`config.mk`:
```
export PLATFORM = sky130hd
export DESIGN_NAME = ssp_serial_port
export DESIGN_NICKNAME = d
export VERILOG_FILES = /design/src/core/ssp_pkg.sv /design/src/core/ssp_serial_port.sv
export SDC_FILE = /design/constraint.sdc
export NUM_CORES = 1
export LEC_CHECK = 0
export BUFFER_PORTS_ARGS = -buffer_cell sky130_fd_sc_hd__buf_4
export CELL_PAD_IN_SITES_DETAIL_PLACEMENT = 1
export CELL_PAD_IN_SITES_GLOBAL_PLACEMENT = 1
export CORE_ASPECT_RATIO = 1.1
export CORE_MARGIN = 4
export CORE_UTILIZATION = 45
export DETAILED_ROUTE_END_ITERATION = 12
export MAX_ROUTING_LAYER = met4
export PLACE_DENSITY = 0.94
export SYNTH_ARGS = -nofsm -noshare
export SYNTH_HDL_FRONTEND = slang
export SYNTH_SLANG_ARGS = --single-unit
```
`constraint.sdc`:
```
create_clock -name i_core_clk -period 4.5 [get_ports i_core_clk]
set_input_delay 0 -clock i_core_clk [delete_from_list [all_inputs] [get_ports i_core_clk]]
set_output_delay 0 -clock i_core_clk [all_outputs]
set_load 0.01 [all_outputs]
```
`src/core/ssp_pkg.sv`:
```
package ssp_pkg;

  // Register byte addresses on the Avalon-MM slave
  localparam logic [5:0] ADDR_RX_STATUS_CONTROL = 6'h00;
  localparam logic [5:0] ADDR_TX_STATUS_CONTROL = 6'h04;
  localparam logic [5:0] ADDR_RECEIVE_DATA = 6'h08;
  localparam logic [5:0] ADDR_TX_HOLDING = 6'h0C;
  localparam logic [5:0] ADDR_INTERRUPT_CONTROL = 6'h10;
  localparam logic [5:0] ADDR_PERIPH_IRQ_ENABLE_1 = 6'h14;
  localparam logic [5:0] ADDR_PERIPH_IRQ_FLAGS_1 = 6'h18;
  localparam logic [5:0] ADDR_BAUD_CONTROL = 6'h1C;
  localparam logic [5:0] ADDR_ALT_PIN_SELECT_0 = 6'h20;
  localparam logic [5:0] ADDR_ALT_PIN_SELECT_1 = 6'h24;

  // receive_status_control bits
  localparam int RCS_PORT_ENABLE = 7;
  localparam int RCS_NINTH_RX_ENABLE = 6;
  localparam int RCS_SINGLE_RX_ENABLE = 5;
  localparam int RCS_CONT_RX_ENABLE = 4;
  localparam int RCS_OVERRUN = 1;
  localparam int RCS_RX_NINTH_BIT = 0;
  // transmit_status_control bits
  localparam int TCS_CLOCK_MASTER = 7;
  localparam int TCS_NINTH_TX_ENABLE = 6;
  localparam int TCS_TX_ENABLE = 5;
  localparam int TCS_SYNC_MODE = 4;
  localparam int TCS_SHIFT_EMPTY = 1;
  localparam int TCS_TX_NINTH_BIT = 0;
  // interrupt_control bits
  localparam int ICN_GLOBAL_ENABLE = 7;
  localparam int ICN_PERIPH_ENABLE = 6;
  // peripheral_irq_enable_1 / peripheral_irq_flags_1 bits
  localparam int PIR_RECEIVE = 5;
  localparam int PIR_TRANSMIT = 4;
  // baud_control bits
  localparam int BDC_RX_IDLE = 6;
  // alt_pin_select bits
  localparam int APS0_DATA_ALT = 7;
  localparam int APS1_CLOCK_ALT = 0;

  // Reset values of the software-written registers
  localparam logic [7:0] RST_RX_STATUS_CONTROL = 8'h00;
  localparam logic [7:0] RST_TX_STATUS_CONTROL = 8'h00;
  localparam logic [7:0] RST_INTERRUPT_CONTROL = 8'h00;
  localparam logic [7:0] RST_PERIPH_IRQ_ENABLE_1 = 8'h00;
  localparam logic [7:0] RST_ALT_PIN_SELECT = 8'h00;

  // Word lengths on the link
  localparam logic [3:0] BITS_SHORT_WORD = 4'h8;
  localparam logic [3:0] BITS_LONG_WORD = 4'h9;

  typedef struct packed {
    logic ninth;
    logic [7:0] data;
  } ssp_word_t;

endpackage

```
`src/core/ssp_serial_port.sv`:
```
// Decided for this implementation: the address map and the Avalon-MM register port.
`timescale 1ns/1ps
// Overview of operation
// Slave operation when sync mode and port enable set, clock-master select cleared.
// Ninth-bit receive enable selects 9-bit words, otherwise 8-bit words.
// Incoming words are accepted only while continuous receive is enabled.
// Completed word sets receive-complete flag; request raised only if receive interrupt enabled.
// In 9-bit mode the received ninth bit shows in the status register.
// Reading receive data returns low eight bits of oldest FIFO word.
// Overrun clears when continuous receive or port enable is cleared; the latter resets port.
// During sleep only slave mode shifts; system-clocked modes do not shift.
// In slave mode both shift registers advance on the external clock.
// Sleep reception: master drives clock and data pins, port accepts both.
// Word fully clocked in during sleep sets receive-complete flag, waking processor.
// Reading receive data unloads words; flag clears once the buffer is empty.
// After wake, vector to interrupt only if global interrupt enable set.
// Writing transmit data clears buffer-empty flag, filling shift then holding register. Here a direct load to the shift register leaves it set.
// Sleep transmission: master clocks the clock pin, port shifts data out.
// Shift word done: holding byte moves to shift register, buffer-empty flag sets.
// Transmit wake needs both transmit and peripheral interrupt enables.
// A new write after the wake clears the buffer-empty flag again.
// Data and clock pins relocate under the alternate pin select registers.
// Both receive enables cleared gives transmit mode; receive enable gives receive mode.
// In slave receive the receiver is never idle; single receive has no effect.
// Two writes: first goes straight to shift register, second waits in holding.
// Word completing with full FIFO flags overrun and stops acceptance.
module ssp_serial_port #(
  parameter int RX_FIFO_DEPTH = 2
) (
  // Clock and reset
  input wire logic i_core_clk,
  input wire logic i_rst,
  // Avalon-MM slave
  input wire logic [5:0] i_avs_address,
  input wire logic i_avs_read,
  input wire logic i_avs_write,
  input wire logic [31:0] i_avs_writedata,
  input wire logic [3:0] i_avs_byteenable,
  output logic [31:0] o_avs_readdata,
  output logic o_avs_waitrequest,
  // Processor state and requests
  input wire logic i_sleep,
  output logic o_wake,
  output logic o_vector_req,
  // Serial pins, index 0 default location, index 1 alternate
  input wire logic [1:0] i_serial_clock_pin,
  input wire logic [1:0] i_serial_data_pin,
  output logic [1:0] o_serial_data_pin,
  output logic [1:0] o_serial_data_oe
);

  localparam int PTR_W = (RX_FIFO_DEPTH > 1) ? $clog2(RX_FIFO_DEPTH) : 1;

  // Software registers
  logic [7:0] rx_ctl;
  logic [7:0] tx_ctl;
  logic [7:0] int_ctl;
  logic [7:0] irq_en;
  logic [7:0] alt_sel_0;
  logic [7:0] alt_sel_1;
  logic bus_ack;

  // Link synchronisers, one pair per pin location
  logic [1:0] ck_meta;
  logic [1:0] ck_sync;
  logic ck_prev;
  logic [1:0] dt_meta;
  logic [1:0] dt_sync;

  // Receive path
  ssp_pkg::ssp_word_t rx_fifo [RX_FIFO_DEPTH];
  logic [PTR_W-1:0] rx_wr_ptr;
  logic [PTR_W-1:0] rx_rd_ptr;
  logic [PTR_W:0] rx_count;
  logic [8:0] rx_shift;
  logic [3:0] rx_bits;
  logic overrun;

  // Transmit path
  ssp_pkg::ssp_word_t tx_hold;
  logic tx_hold_valid;
  logic [8:0] tx_shift;
  logic [3:0] tx_bits_left;
  logic tx_long;
  logic tx_hold_long;

  function automatic logic [PTR_W-1:0] ptr_inc(input logic [PTR_W-1:0] p);
    ptr_inc = (p == PTR_W'(RX_FIFO_DEPTH - 1)) ? '0 : p + 1'b1;
  endfunction

  // Mode decode
  wire port_en = rx_ctl[ssp_pkg::RCS_PORT_ENABLE];
  wire port_rst = i_rst | ~port_en;
  wire slave_mode = port_en & tx_ctl[ssp_pkg::TCS_SYNC_MODE]
                  & ~tx_ctl[ssp_pkg::TCS_CLOCK_MASTER];
  // Only the externally clocked slave mode shifts, asleep or awake
  wire shift_en = slave_mode;
  wire cont_rx = rx_ctl[ssp_pkg::RCS_CONT_RX_ENABLE];
  wire rx_mode = shift_en & cont_rx;
  wire tx_mode = shift_en & ~cont_rx & ~rx_ctl[ssp_pkg::RCS_SINGLE_RX_ENABLE]
               & tx_ctl[ssp_pkg::TCS_TX_ENABLE];
  wire rx_long = rx_ctl[ssp_pkg::RCS_NINTH_RX_ENABLE];
  wire [3:0] rx_len = rx_long ? ssp_pkg::BITS_LONG_WORD : ssp_pkg::BITS_SHORT_WORD;

  // Pin relocation
  wire ck_alt = alt_sel_1[ssp_pkg::APS1_CLOCK_ALT];
  wire dt_alt = alt_sel_0[ssp_pkg::APS0_DATA_ALT];
  // Both locations are synchronised first, so the select never sees a raw pin
  wire ck_sel = ck_sync[ck_alt];
  wire dt_sel = dt_sync[dt_alt];

  // Data is sampled and advanced on the falling clock edge seen in the core domain
  wire ck_fall = ck_prev & ~ck_sel;

  // Bus decode
  wire bus_req = i_avs_read | i_avs_write;
  wire bus_fire = bus_req & bus_ack;
  wire wr_fire = bus_fire & i_avs_write & i_avs_byteenable[0];
  wire rd_fire = bus_fire & i_avs_read;
  wire [7:0] wdata = i_avs_writedata[7:0];
  wire wr_rx_ctl = wr_fire & (i_avs_address == ssp_pkg::ADDR_RX_STATUS_CONTROL);
  wire wr_tx_ctl = wr_fire & (i_avs_address == ssp_pkg::ADDR_TX_STATUS_CONTROL);
  wire wr_tx_data = wr_fire & (i_avs_address == ssp_pkg::ADDR_TX_HOLDING);
  wire wr_int_ctl = wr_fire & (i_avs_address == ssp_pkg::ADDR_INTERRUPT_CONTROL);
  wire wr_irq_en = wr_fire & (i_avs_address == ssp_pkg::ADDR_PERIPH_IRQ_ENABLE_1);
  wire wr_alt_0 = wr_fire & (i_avs_address == ssp_pkg::ADDR_ALT_PIN_SELECT_0);
  wire wr_alt_1 = wr_fire & (i_avs_address == ssp_pkg::ADDR_ALT_PIN_SELECT_1);
  wire rd_rx_data = rd_fire & (i_avs_address == ssp_pkg::ADDR_RECEIVE_DATA);

  // Receive FIFO status
  wire rx_empty = (rx_count == '0);
  wire rx_full = (rx_count == (PTR_W + 1)'(RX_FIFO_DEPTH));
  ssp_pkg::ssp_word_t rx_head;
  assign rx_head = rx_fifo[rx_rd_ptr];
  wire rx_complete_flag = ~rx_empty;
  wire rx_bit_take = rx_mode & ck_fall & ~overrun;
  wire rx_word_done = rx_bit_take & (rx_bits == rx_len - 4'h1);
  wire [8:0] rx_word = {dt_sel, rx_shift[8:1]};
  // LSB first: an 8-bit word lands in the upper 8 bits of the shifter
  wire [8:0] rx_aligned = rx_long ? rx_word : {1'b0, rx_word[8:1]};
  wire rx_push = rx_word_done & ~rx_full;
  wire rx_overflow = rx_word_done & rx_full;
  wire rx_pop = rd_rx_data & ~rx_empty;

  // Transmit status
  wire tx_busy = (tx_bits_left != 4'h0);
  wire tx_bit_step = tx_mode & tx_busy & ck_fall;
  wire tx_word_done = tx_bit_step & (tx_bits_left == 4'h1);
  wire tx_load_hold = tx_hold_valid & (~tx_busy | tx_word_done);
  wire tx_load_direct = wr_tx_data & ~tx_busy & ~tx_hold_valid;
  wire tx_buffer_empty_flag = ~tx_hold_valid;
  wire tx_wr_long = tx_ctl[ssp_pkg::TCS_NINTH_TX_ENABLE];
  ssp_pkg::ssp_word_t tx_wr_word;
  assign tx_wr_word = '{ninth: tx_ctl[ssp_pkg::TCS_TX_NINTH_BIT], data: wdata};

  // Interrupt requests
  wire rx_req = rx_complete_flag & irq_en[ssp_pkg::PIR_RECEIVE];
  wire tx_req = tx_buffer_empty_flag & irq_en[ssp_pkg::PIR_TRANSMIT]
              & int_ctl[ssp_pkg::ICN_PERIPH_ENABLE];
  wire irq_req = rx_req | tx_req;

  // Read mux
  // An empty buffer reads as zero rather than a stale or unwritten slot
  wire [7:0] rx_head_data = rx_empty ? 8'h00 : rx_head.data;
  wire [7:0] rd_rx_ctl = {rx_ctl[7:2], overrun, rx_head.ninth & rx_long & ~rx_empty};
  wire [7:0] rd_tx_ctl = {tx_ctl[7:2], ~tx_busy, tx_ctl[0]};
  wire [7:0] rd_flags = {2'b00, rx_complete_flag, tx_buffer_empty_flag, 4'h0};
  wire [7:0] rd_baud = {1'b0, ~rx_mode, 6'h00};
  logic [7:0] rd_mux;
  always_comb begin
    case (i_avs_address)
      ssp_pkg::ADDR_RX_STATUS_CONTROL: rd_mux = rd_rx_ctl;
      ssp_pkg::ADDR_TX_STATUS_CONTROL: rd_mux = rd_tx_ctl;
      ssp_pkg::ADDR_RECEIVE_DATA: rd_mux = rx_head_data;
      ssp_pkg::ADDR_INTERRUPT_CONTROL: rd_mux = int_ctl;
      ssp_pkg::ADDR_PERIPH_IRQ_ENABLE_1: rd_mux = irq_en;
      ssp_pkg::ADDR_PERIPH_IRQ_FLAGS_1: rd_mux = rd_flags;
      ssp_pkg::ADDR_BAUD_CONTROL: rd_mux = rd_baud;
      ssp_pkg::ADDR_ALT_PIN_SELECT_0: rd_mux = alt_sel_0;
      ssp_pkg::ADDR_ALT_PIN_SELECT_1: rd_mux = alt_sel_1;
      default: rd_mux = 8'h00;
    endcase
  end

  // One wait state on every access
  assign o_avs_waitrequest = bus_req & ~bus_ack;

  always_ff @(posedge i_core_clk) begin
    if (i_rst) begin
      bus_ack <= 1'b0;
      o_avs_readdata <= 32'h0000_0000;
    end else begin
      bus_ack <= bus_req & ~bus_ack;
      o_avs_readdata <= {24'h000000, rd_mux};
    end
  end

  // Control registers survive a port-enable reset; only i_rst clears them
  always_ff @(posedge i_core_clk) begin
    if (i_rst) begin
      rx_ctl <= ssp_pkg::RST_RX_STATUS_CONTROL;
      tx_ctl <= ssp_pkg::RST_TX_STATUS_CONTROL;
      int_ctl <= ssp_pkg::RST_INTERRUPT_CONTROL;
      irq_en <= ssp_pkg::RST_PERIPH_IRQ_ENABLE_1;
      alt_sel_0 <= ssp_pkg::RST_ALT_PIN_SELECT;
      alt_sel_1 <= ssp_pkg::RST_ALT_PIN_SELECT;
    end else begin
      if (wr_rx_ctl) begin
        rx_ctl <= {wdata[7:2], 2'b00};
      end
      if (wr_tx_ctl) begin
        tx_ctl <= {wdata[7:2], 1'b0, wdata[0]};
      end
      if (wr_int_ctl) begin
        int_ctl <= {wdata[7:6], 6'h00};
      end
      if (wr_irq_en) begin
        irq_en <= {2'b00, wdata[5:4], 4'h0};
      end
      if (wr_alt_0) begin
        alt_sel_0 <= {wdata[7], 7'h00};
      end
      if (wr_alt_1) begin
        alt_sel_1 <= {7'h00, wdata[0]};
      end
    end
  end

  // Two-flop synchronisers for the external clock and data
  always_ff @(posedge i_core_clk) begin
    if (i_rst) begin
      ck_meta <= 2'b00;
      ck_sync <= 2'b00;
      ck_prev <= 1'b0;
      dt_meta <= 2'b00;
      dt_sync <= 2'b00;
    end else begin
      ck_meta <= i_serial_clock_pin;
      ck_sync <= ck_meta;
      ck_prev <= ck_sel;
      dt_meta <= i_serial_data_pin;
      dt_sync <= dt_meta;
    end
  end

  // Receive shifter and FIFO; a cleared port enable resets the receive and transmit paths, not the control registers
  always_ff @(posedge i_core_clk) begin
    if (port_rst) begin
      rx_shift <= 9'h000;
      rx_bits <= 4'h0;
      rx_wr_ptr <= '0;
      rx_rd_ptr <= '0;
      rx_count <= '0;
      overrun <= 1'b0;
    end else begin
      if (!rx_mode) begin
        rx_bits <= 4'h0;
      end else if (rx_bit_take) begin
        rx_shift <= rx_word;
        rx_bits <= rx_word_done ? 4'h0 : rx_bits + 4'h1;
      end
      if (rx_push) begin
        rx_wr_ptr <= ptr_inc(rx_wr_ptr);
      end
      if (rx_pop) begin
        rx_rd_ptr <= ptr_inc(rx_rd_ptr);
      end
      rx_count <= rx_count + (PTR_W + 1)'(rx_push) - (PTR_W + 1)'(rx_pop);
      // A new overflow in the clearing cycle still wins
      if (rx_overflow) begin
        overrun <= 1'b1;
      end else if (!cont_rx) begin
        overrun <= 1'b0;
      end
    end
  end

  // FIFO storage needs no reset; the count guards its contents
  always_ff @(posedge i_core_clk) begin
    if (rx_push) begin
      rx_fifo[rx_wr_ptr] <= '{ninth: rx_aligned[8], data: rx_aligned[7:0]};
    end
  end

  // Transmit holding and shift registers
  always_ff @(posedge i_core_clk) begin
    if (port_rst) begin
      tx_hold <= '0;
      tx_hold_valid <= 1'b0;
      tx_hold_long <= 1'b0;
      tx_shift <= 9'h000;
      tx_bits_left <= 4'h0;
      tx_long <= 1'b0;
    end else begin
      if (tx_load_direct) begin
        tx_shift <= {tx_wr_word.ninth, tx_wr_word.data};
        tx_bits_left <= tx_wr_long ? ssp_pkg::BITS_LONG_WORD : ssp_pkg::BITS_SHORT_WORD;
        tx_long <= tx_wr_long;
      end else if (tx_load_hold) begin
        tx_shift <= {tx_hold.ninth, tx_hold.data};
        tx_bits_left <= tx_hold_long ? ssp_pkg::BITS_LONG_WORD : ssp_pkg::BITS_SHORT_WORD;
        tx_long <= tx_hold_long;
      end else if (tx_bit_step) begin
        tx_shift <= {1'b0, tx_shift[8:1]};
        tx_bits_left <= tx_bits_left - 4'h1;
      end
      // A write in the cycle the holding word moves out refills it
      if (wr_tx_data && !tx_load_direct) begin
        tx_hold <= tx_wr_word;
        tx_hold_long <= tx_wr_long;
        tx_hold_valid <= 1'b1;
      end else if (tx_load_hold) begin
        tx_hold_valid <= 1'b0;
      end
    end
  end

  // Data pin drive: only the selected location, only while transmitting
  always_ff @(posedge i_core_clk) begin
    if (port_rst) begin
      o_serial_data_pin <= 2'b00;
      o_serial_data_oe <= 2'b00;
    end else begin
      o_serial_data_pin <= {2{tx_shift[0]}};
      o_serial_data_oe <= tx_mode ? (dt_alt ? 2'b10 : 2'b01) : 2'b00;
    end
  end

  // Wake and vector requests toward the processor
  always_ff @(posedge i_core_clk) begin
    if (i_rst) begin
      o_wake <= 1'b0;
      o_vector_req <= 1'b0;
    end else begin
      o_wake <= i_sleep & irq_req;
      o_vector_req <= ~i_sleep & irq_req & int_ctl[ssp_pkg::ICN_GLOBAL_ENABLE];
    end
  end

  logic unused_ok;
  assign unused_ok = &{1'b0, i_avs_writedata[31:8], i_avs_byteenable[3:1], tx_long};

endmodule

```
# Word-level counts from Yosys, hierarchy flattened
# Memories as Yosys holds them, arrays and structs flattened. A register that Yosys moved wholly into a read port is not among the register bits.
# Index checks and enable logic that the tools add are counted.
[totals] mem_bits_rw=18 mem_bits_ro=0 out_inout_bits=39 reg_bits=108 latchBits=0 n_memories=1 elab_cells=149
[memory_table] memory="rx_fifo" words=2 word_bits=9 rd=1 rd_ports_with_merged_regs=1 write_ports=1 line_no="ssp_serial_port.sv:71" rtl="ssp_pkg::ssp_word_t rx_fifo [RX_FIFO_DEPTH];"
[classes] n_eq_ne=13 n_reduce_logical=10 muxes=28 bitwise=58 n_mul=0 n_lt_le_gt_ge=2 add_sub_neg=7 div=0 n_shift=0
[ops] operator="$pmux W8 S9" count=1
[ops] operator="$and A1 B1 Y1" count=40
[ops] operator="$mux W9" count=4
[ops] operator="$eq A6 B5 Y1 const B" count=4
[ops] operator="$mux W1" count=17
[ops] operator="$mux W4" count=4
[ops] operator="$not A1 Y1" count=14
[ops] operator="$eq A6 B4 Y1 const B" count=2
[ops] operator="$eq A6 B6 Y1 const B" count=2
[ops] operator="$mux W8" count=1
[ops] operator="$sub A4 B1 Y4 const B" count=2
[ops] operator="$eq A6 B3 Y1 const B" count=1
[ops] operator="$logic_not A6 Y1" count=1
[ops] operator="$add A4 B1 Y4 const B" count=1
[ops] operator="$eq A4 B1 Y1 const B" count=1
[ops] operator="$eq A4 B4 Y1" count=1
[ops] operator="$lt A1 B2 Y1 const B" count=2
[ops] operator="$or A1 B1 Y1" count=4
[ops] operator="$reduce_bool A4 Y1" count=1
[ops] operator="$reduce_or A2 Y1" count=2
[ops] operator="$reduce_bool A3 Y1" count=1
[ops] operator="$add A1 B1 Y1 const B" count=2
[ops] operator="$add A2 B1 Y2" count=1
[ops] operator="$eq A2 B2 Y1 const B" count=1
[ops] operator="8 further kinds" count=8

# Logic depth before layout (Yosys ltp)
[depth] depth_word=12 mapped_depth=9 depth_no_buf=9

# Worst setup path after synthesis
# Ideal clock, no wire load.
[synth_timing] path_kind="flip-flop to flip-flop" from="reg alt_sel_1[0]" to="reg rx_count[1]" setup_time_ns=0.128 t_arrival_ns=1.951 path_slack_ns=2.422 required_time_ns=4.372 path_stages_with_launch=10 path_buffers=0 path_cell_list="dfxtp_1 -> mux2i_1 -> and4bb_2 -> nand3b_1 -> ha_1 -> inv_1 -> ha_1 -> xor2_1 -> xnor2_1 -> nor2_1"
[synth_via] elab_chain_cells=10
[synth_lines] element="start: declaration" line_no="ssp_serial_port.sv:60" rtl="logic [7:0] alt_sel_1;"
[synth_lines] element="start signal: assignment" line_no="ssp_serial_port.sv:206" rtl="alt_sel_1 <= ssp_pkg::RST_ALT_PIN_SELECT;"
[synth_lines] element="start signal: assignment" line_no="ssp_serial_port.sv:224" rtl="alt_sel_1 <= {7'h00, wdata[0]};"
[synth_lines] element="$mux W1 (not written as such) (2 in series)" line_no="ssp_serial_port.sv:109" rtl="wire ck_sel = ck_sync[ck_alt];"
[synth_lines] element="$not A1 Y1" line_no="ssp_serial_port.sv:113" rtl="wire ck_fall = ck_prev & ~ck_sel;"
[synth_lines] element="$and A1 B1 Y1" line_no="ssp_serial_port.sv:113"
[synth_lines] element="$and A1 B1 Y1 (2 in series)" line_no="ssp_serial_port.sv:136" rtl="wire rx_bit_take = rx_mode & ck_fall & ~overrun;"
[synth_lines] element="$and A1 B1 Y1" line_no="ssp_serial_port.sv:137" rtl="wire rx_word_done = rx_bit_take & (rx_bits == rx_len - 4'h1);"
[synth_lines] element="$and A1 B1 Y1" line_no="ssp_serial_port.sv:141" rtl="wire rx_push = rx_word_done & ~rx_full;"
[synth_lines] element="$add A2 B1 Y2" line_no="ssp_serial_port.sv:268" rtl="rx_count <= rx_count + (PTR_W + 1)'(rx_push) - (PTR_W + 1)'(rx_pop);"
[synth_lines] element="$sub A2 B1 Y2" line_no="ssp_serial_port.sv:268"
[synth_lines] element="end signal: assignment" line_no="ssp_serial_port.sv:268"
[synth_lines] element="end: declaration" line_no="ssp_serial_port.sv:74" rtl="logic [PTR_W:0] rx_count;"
# No other way between the ends. The select of a mux whose other input is x is not followed.
# A chain may end at the register's enable or synchronous reset.

# Worst setup path after layout
[layout_timing] from="reg rx_ctl[4]" to="mem rx_fifo[1][2] in the netlist's numbering (enable)"
[layout_via] elab_chain_cells=7
[layout_lines] element="start: declaration" line_no="ssp_serial_port.sv:55" rtl="logic [7:0] rx_ctl;"
[layout_lines] element="start signal: assignment" line_no="ssp_serial_port.sv:201" rtl="rx_ctl <= ssp_pkg::RST_RX_STATUS_CONTROL;"
[layout_lines] element="start signal: assignment" line_no="ssp_serial_port.sv:209" rtl="rx_ctl <= {wdata[7:2], 2'b00};"
[layout_lines] element="$and A1 B1 Y1" line_no="ssp_serial_port.sv:99" rtl="wire rx_mode = shift_en & cont_rx;"
[layout_lines] element="$and A1 B1 Y1 (2 in series)" line_no="ssp_serial_port.sv:136"
[layout_lines] element="$and A1 B1 Y1" line_no="ssp_serial_port.sv:137"
[layout_lines] element="$and A1 B1 Y1" line_no="ssp_serial_port.sv:141"
[layout_lines] element="$mux W1" line_no="ssp_serial_port.sv:280" rtl="if (rx_push) begin"
[layout_lines] element="$mux W1 (not written as such)" line_no="ssp_serial_port.sv:281" rtl="rx_fifo[rx_wr_ptr] <= '{ninth: rx_aligned[8], data: rx_aligned[7:0]};"
[layout_lines] element="end: declaration" line_no="ssp_serial_port.sv:71"
# No other way between the ends.

==> results.md <==
- The netlist area before placement is 4520 um^2.
- The number of vias after detailed routing is 3787.
- The sum of overflow across all layers after global routing is 0.
- The detail-routed via count per cell is 5.94.
- The endpoint of the worst hold path is tx_ctl[2].
- At the later pin of the worst-skew pair, clock insertion delay measures 0.40 ns.
- After detailed routing, the average wire length per cell comes to 21.3 um.
- The die boundary width is 104 um.
- In this run the critical register-to-register path is captured at rx_fifo[1][2].
- The number of I/O pins is 90.
- The post-DP HPWL is 8630 um.
- Setup repair after global routing left no endpoint under its margin.
- The net load switching power is 408 uW.
- Derived from the worst setup path, the maximum achievable clock frequency is 364 MHz.
- STA classifies the critical path endpoint as a flip-flop.
- The met1 layer usage reported by global route is 28.6%.
- The initial cell density of the core is 45.9%.
- The number of nets with antenna violations after detailed routing is 0.
- The number of antenna diodes in the final layout is 0.
- Across the run, the number of max-cap violations was 0.
- Before antenna repair, the detailed router went through 6 iterations.
- The final hold slack is 0.00130 ns.
- The fraction of final layout cells sized beyond drive strength 1 is 15.8%.
- Of all nets on the critical path, the largest fanout is 13.
- The initial antenna violation count is 0.
- The floorplan step defined a die boundary enclosing 11700 um^2.
- The share of flip-flops with an asynchronous set or reset after synthesis is 0%.
- The sequential power share is 52.1%.
- The number of nets in the final layout is 569.
- The leakage power total is 1.92 nW.
- The number of global-route vias before repair came to 4022.
- The slew at the pin closest to its max-slew limit is 0.916 ns.
- Power spread over the standard cell area amounts to 342 nW/um^2.
- The logic depth of the worst register-to-register path is 4.
- Registers take 2220 um^2.
- In this run, distinct cell masters in the synthesized netlist total 57.
- The total length of routed wires is 13600 um.
- The most crowded layer after global routing is met2.
- Buffers placed on the I/O ports in this run total 38.
- Sequential cells were found to cover 49.2% of the synthesized design area.
- The accumulated negative setup slack is 0 ns.
- The path class of the tightest hold or removal check is input port to flip-flop.
- Relative to the synthesized area, the layout overhead comes to 15.6%.
- The multi-input combinational cells in the finished layout cover a total of 2080 um^2.
- The number of DRC markers after the initial detailed-route iteration is 432.
- The tree built by TritonCTS fans out to 102 sinks.
- Net switching is 22.8% of the power.
- The worst hold path passes through 2 cells.
- The required arrival time at the worst endpoint is 4.52 ns.
- After floorplanning, the core was divided into 38 placement rows.
- The die is 113 um tall.
- The portion of total power attributed to combinational logic is 4.2%.
- The region available for standard cell placement spans 9840 um^2.
- Setup violations remaining at the end of the flow were counted as 0.
- The clock buffer count from CTS is 9.
- The startpoint identified for the worst register-to-register timing path is rx_ctl[4].
- The worst slew slack as a fraction of its limit is 38.4%.
- The final clock skew is 0.0186 ns.
- The depth of the CTS H-tree is 3.
- The internal power consumption is 1.38 mW.
- The clock tree from TritonCTS is yes.
- The flip-flop and latch count after synthesis is 102.
- The arrival time at the worst endpoint is 2.77 ns.
- The maximum number of pins on one net before global-route repair is 39.
- The count of endpoints failing hold in the final timing report is 0.
- After clock tree synthesis, the clock-pin slew on the worst setup and hold paths is 0.11 ns.
- The congestion estimate from routability-driven global placement came to 0.869.
- In the global route stage, met2 resource usage came out at 42.1%.
- The number of gates resized after cts is 0.
- During synthesis, Yosys emitted a total of 0 warnings.
- The wire length of the first global-routing pass is 21800 um.
- The final critical path time including I/O delays and setup is 2.75 ns.
- VDD sags by at most 191 uV.
- The met3 layer usage reported by global route is 4.11%.
- Dividing the final minimum period by the clock period gives 61.1%.
- The synthesized area per cell is 9.66 um^2.
- The startpoint type of the worst setup path is a flip-flop.
- The count of unresolved DRC violations after routing is 0.
- The worst setup path is of the flip-flop to flip-flop kind.
- The maximum clock path buffer count is 2.
- The number of flops mapped to enable cells by yosys is 18.
- The hold path startpoint is i_rst.
- The number of pins exceeding their max-slew limit in the final report was 0.
- Synthesis handed over a netlist of 468 instances.
- The run finished with clean final reports.
- The setup check on the worst reg-to-reg path leaves a slack of 1.75 ns.
- For this run, the total global-route usage over all layers was measured as 24.5%.
- The most used flip-flop cell after synthesis is sky130_fd_sc_hd__dfxtp_1.
- The clock network accounts for 43.7% of the total power.
- CTS placed an instance of sky130_fd_sc_hd__clkbuf_8 at the clock tree root.
- The fill cell instance count of the final layout is 1078.
[per-layer routing]
| metal | share of wire (%) | up-vias |
|---|---|---|
| met1 | 40 | 1883 |
| met3 | 5.7 | 35 |
| met2 | 51 | 158 |
| li1 | - | 1711 |
| met5 | 0 | - |
| met4 | 3.4 | 0 |
[sequential cells by signal, summed over array words and instances (netlist names), 2 cells and up, named ones only]
signal,count
rx_ctl,6
rx_count,2
dt_meta,2
ck_sync,2
int_ctl,2
o_serial_data_oe,2
tx_bits_left,4
rx_fifo,18
ck_meta,2
irq_en,2
o_avs_readdata,8
tx_ctl,7
rx_bits,4
dt_sync,2
rx_shift,8
tx_shift,9
tx_hold,9
[area by class of cell]
type | instances | share of cell area (%)
clock buffer | 12 | 3.81
sequential | 102 | 42.5
multi-input combinational | 337 | 39.9
timing repair buffer | 57 | 9.05
clock inverter | 4 | 1.48
inverter | 6 | 0.431
tap | 120 | 2.87
[worst max path at each step]
stage	start	end	slack [ns]
after floorplan	alt_sel_1[0]	rx_count[1]	2.42
after global placement	alt_sel_1[0]	rx_count[1]	2.01
after detailed placement	alt_sel_1[0]	rx_fifo[0][6]	1.88
after CTS	alt_sel_1[0]	rx_fifo[0][5]	1.81
after global routing	alt_sel_1[0]	rx_fifo[0][5]	1.58
final	rx_ctl[4]	rx_fifo[1][2]	1.75
[cells in the mapped netlist, drive strengths merged (4+ instances only)]
| cell | instances | share of area [%] |
|---|---|---|
| ha | 5 | 1.4 |
| nand2 | 59 | 4.9 |
| o2bb2ai | 7 | 1.4 |
| mux2 | 15 | 3.7 |
| edfxtp | 18 | 12 |
| o21ai | 21 | 2.3 |
| mux2i | 22 | 4.9 |
| a221oi | 8 | 1.6 |
| buf | 30 | 4.8 |
| nand3 | 4 | 0.44 |
| nor3 | 14 | 2.0 |
| a22oi | 9 | 1.6 |
| or4 | 4 | 0.75 |
| nor2b | 14 | 1.9 |
| or3 | 4 | 0.55 |
| nor2 | 40 | 3.3 |
| dfxtp | 84 | 37 |
| a21oi | 32 | 3.5 |
| clkbuf | 16 | 1.3 |
| a31oi | 4 | 0.55 |
| and2 | 6 | 0.89 |
| inv | 6 | 0.50 |
[critical path, stage by stage, from the launching register on]
cell	delay (ns)
sky130_fd_sc_hd__dfxtp_1	0.51
sky130_fd_sc_hd__nand4b_1	0.31
sky130_fd_sc_hd__and4bb_2	0.58
sky130_fd_sc_hd__nand3b_1	0.24
sky130_fd_sc_hd__nor2_1	0.72
[timing repair]
| action | CTS | global route |
|---|---|---|
| endpoints found under the setup margin | 0 | 0 |
| hold buffers | 18 | 0 |
| endpoints found under the hold margin | 40 | 0 |
| setup buffers | 0 | 0 |
[per-stage QoR]
| stage | instances | power, mW | utilization (%) | instance area [um^2] | setup WS (ns) |
|---|---|---|---|---|---|
| after floorplan | 491 | 0.996 | - | 4610 | 2.42 |
| after global placement | 604 | 1.01 | 48.5 | 4770 | 2.01 |
| after detailed placement | 604 | 1.01 | 48.5 | 4770 | 1.88 |
| after CTS | 638 | 1.77 | 53.1 | 5230 | 1.81 |
| after global routing | 638 | 1.83 | 53.1 | 5230 | 1.58 |
| final | 638 | 1.79 | 53.1 | 5230 | 1.75 |
[placed cells by master, fill, tap and decap left out, types with 5 or more instances in the layout]
cell / synthesis / layout
sky130_fd_sc_hd__mux2_2: 15 / 15
sky130_fd_sc_hd__nand2_1: 59 / 59
sky130_fd_sc_hd__nor3_1: 11 / 11
sky130_fd_sc_hd__clkbuf_8: 0 / 9
sky130_fd_sc_hd__dlygate4sd3_1: 0 / 18
sky130_fd_sc_hd__mux2i_1: 22 / 22
sky130_fd_sc_hd__ha_1: 5 / 5
sky130_fd_sc_hd__edfxtp_1: 18 / 18
sky130_fd_sc_hd__nor2_1: 40 / 40
sky130_fd_sc_hd__dfxtp_1: 84 / 84
sky130_fd_sc_hd__o2bb2ai_1: 7 / 7
sky130_fd_sc_hd__nor2b_1: 14 / 14
sky130_fd_sc_hd__a221oi_1: 8 / 8
sky130_fd_sc_hd__a21oi_1: 32 / 32
sky130_fd_sc_hd__conb_1: 1 / 24
sky130_fd_sc_hd__o21ai_0: 21 / 21
sky130_fd_sc_hd__buf_4: 25 / 39
sky130_fd_sc_hd__inv_1: 6 / 6
sky130_fd_sc_hd__a22oi_1: 8 / 8
sky130_fd_sc_hd__and2_1: 5 / 5
[cell families (layout without fill, tap and decap cells)]
kind of cell | Yosys count | in the layout | share of synthesized area [%]
mux | 37 | 37 | 8.61
xor+xnor | 6 | 6 | 1.16
fa+ha+maj | 5 | 5 | 1.38
simple gates | 170 | 170 | 19.2
flops | 102 | 102 | 49.2
other cells | 1 | 24 | 0.0830
compound gates | 95 | 95 | 13.7
buf+inv | 52 | 79 | 6.67
[power groups by stage]
stage / Combinational (mW) / Sequential (mW) / Clock (mW)
finish: 0.0756 / 0.931 / 0.782
global route: 0.0810 / 0.932 / 0.819
CTS: 0.0734 / 0.931 / 0.761
detailed placement: 0.0604 / 0.952 / 0
global placement: 0.0575 / 0.951 / 0
floorplan: 0.0449 / 0.951 / 0
Power figures use the tool's default switching activity.
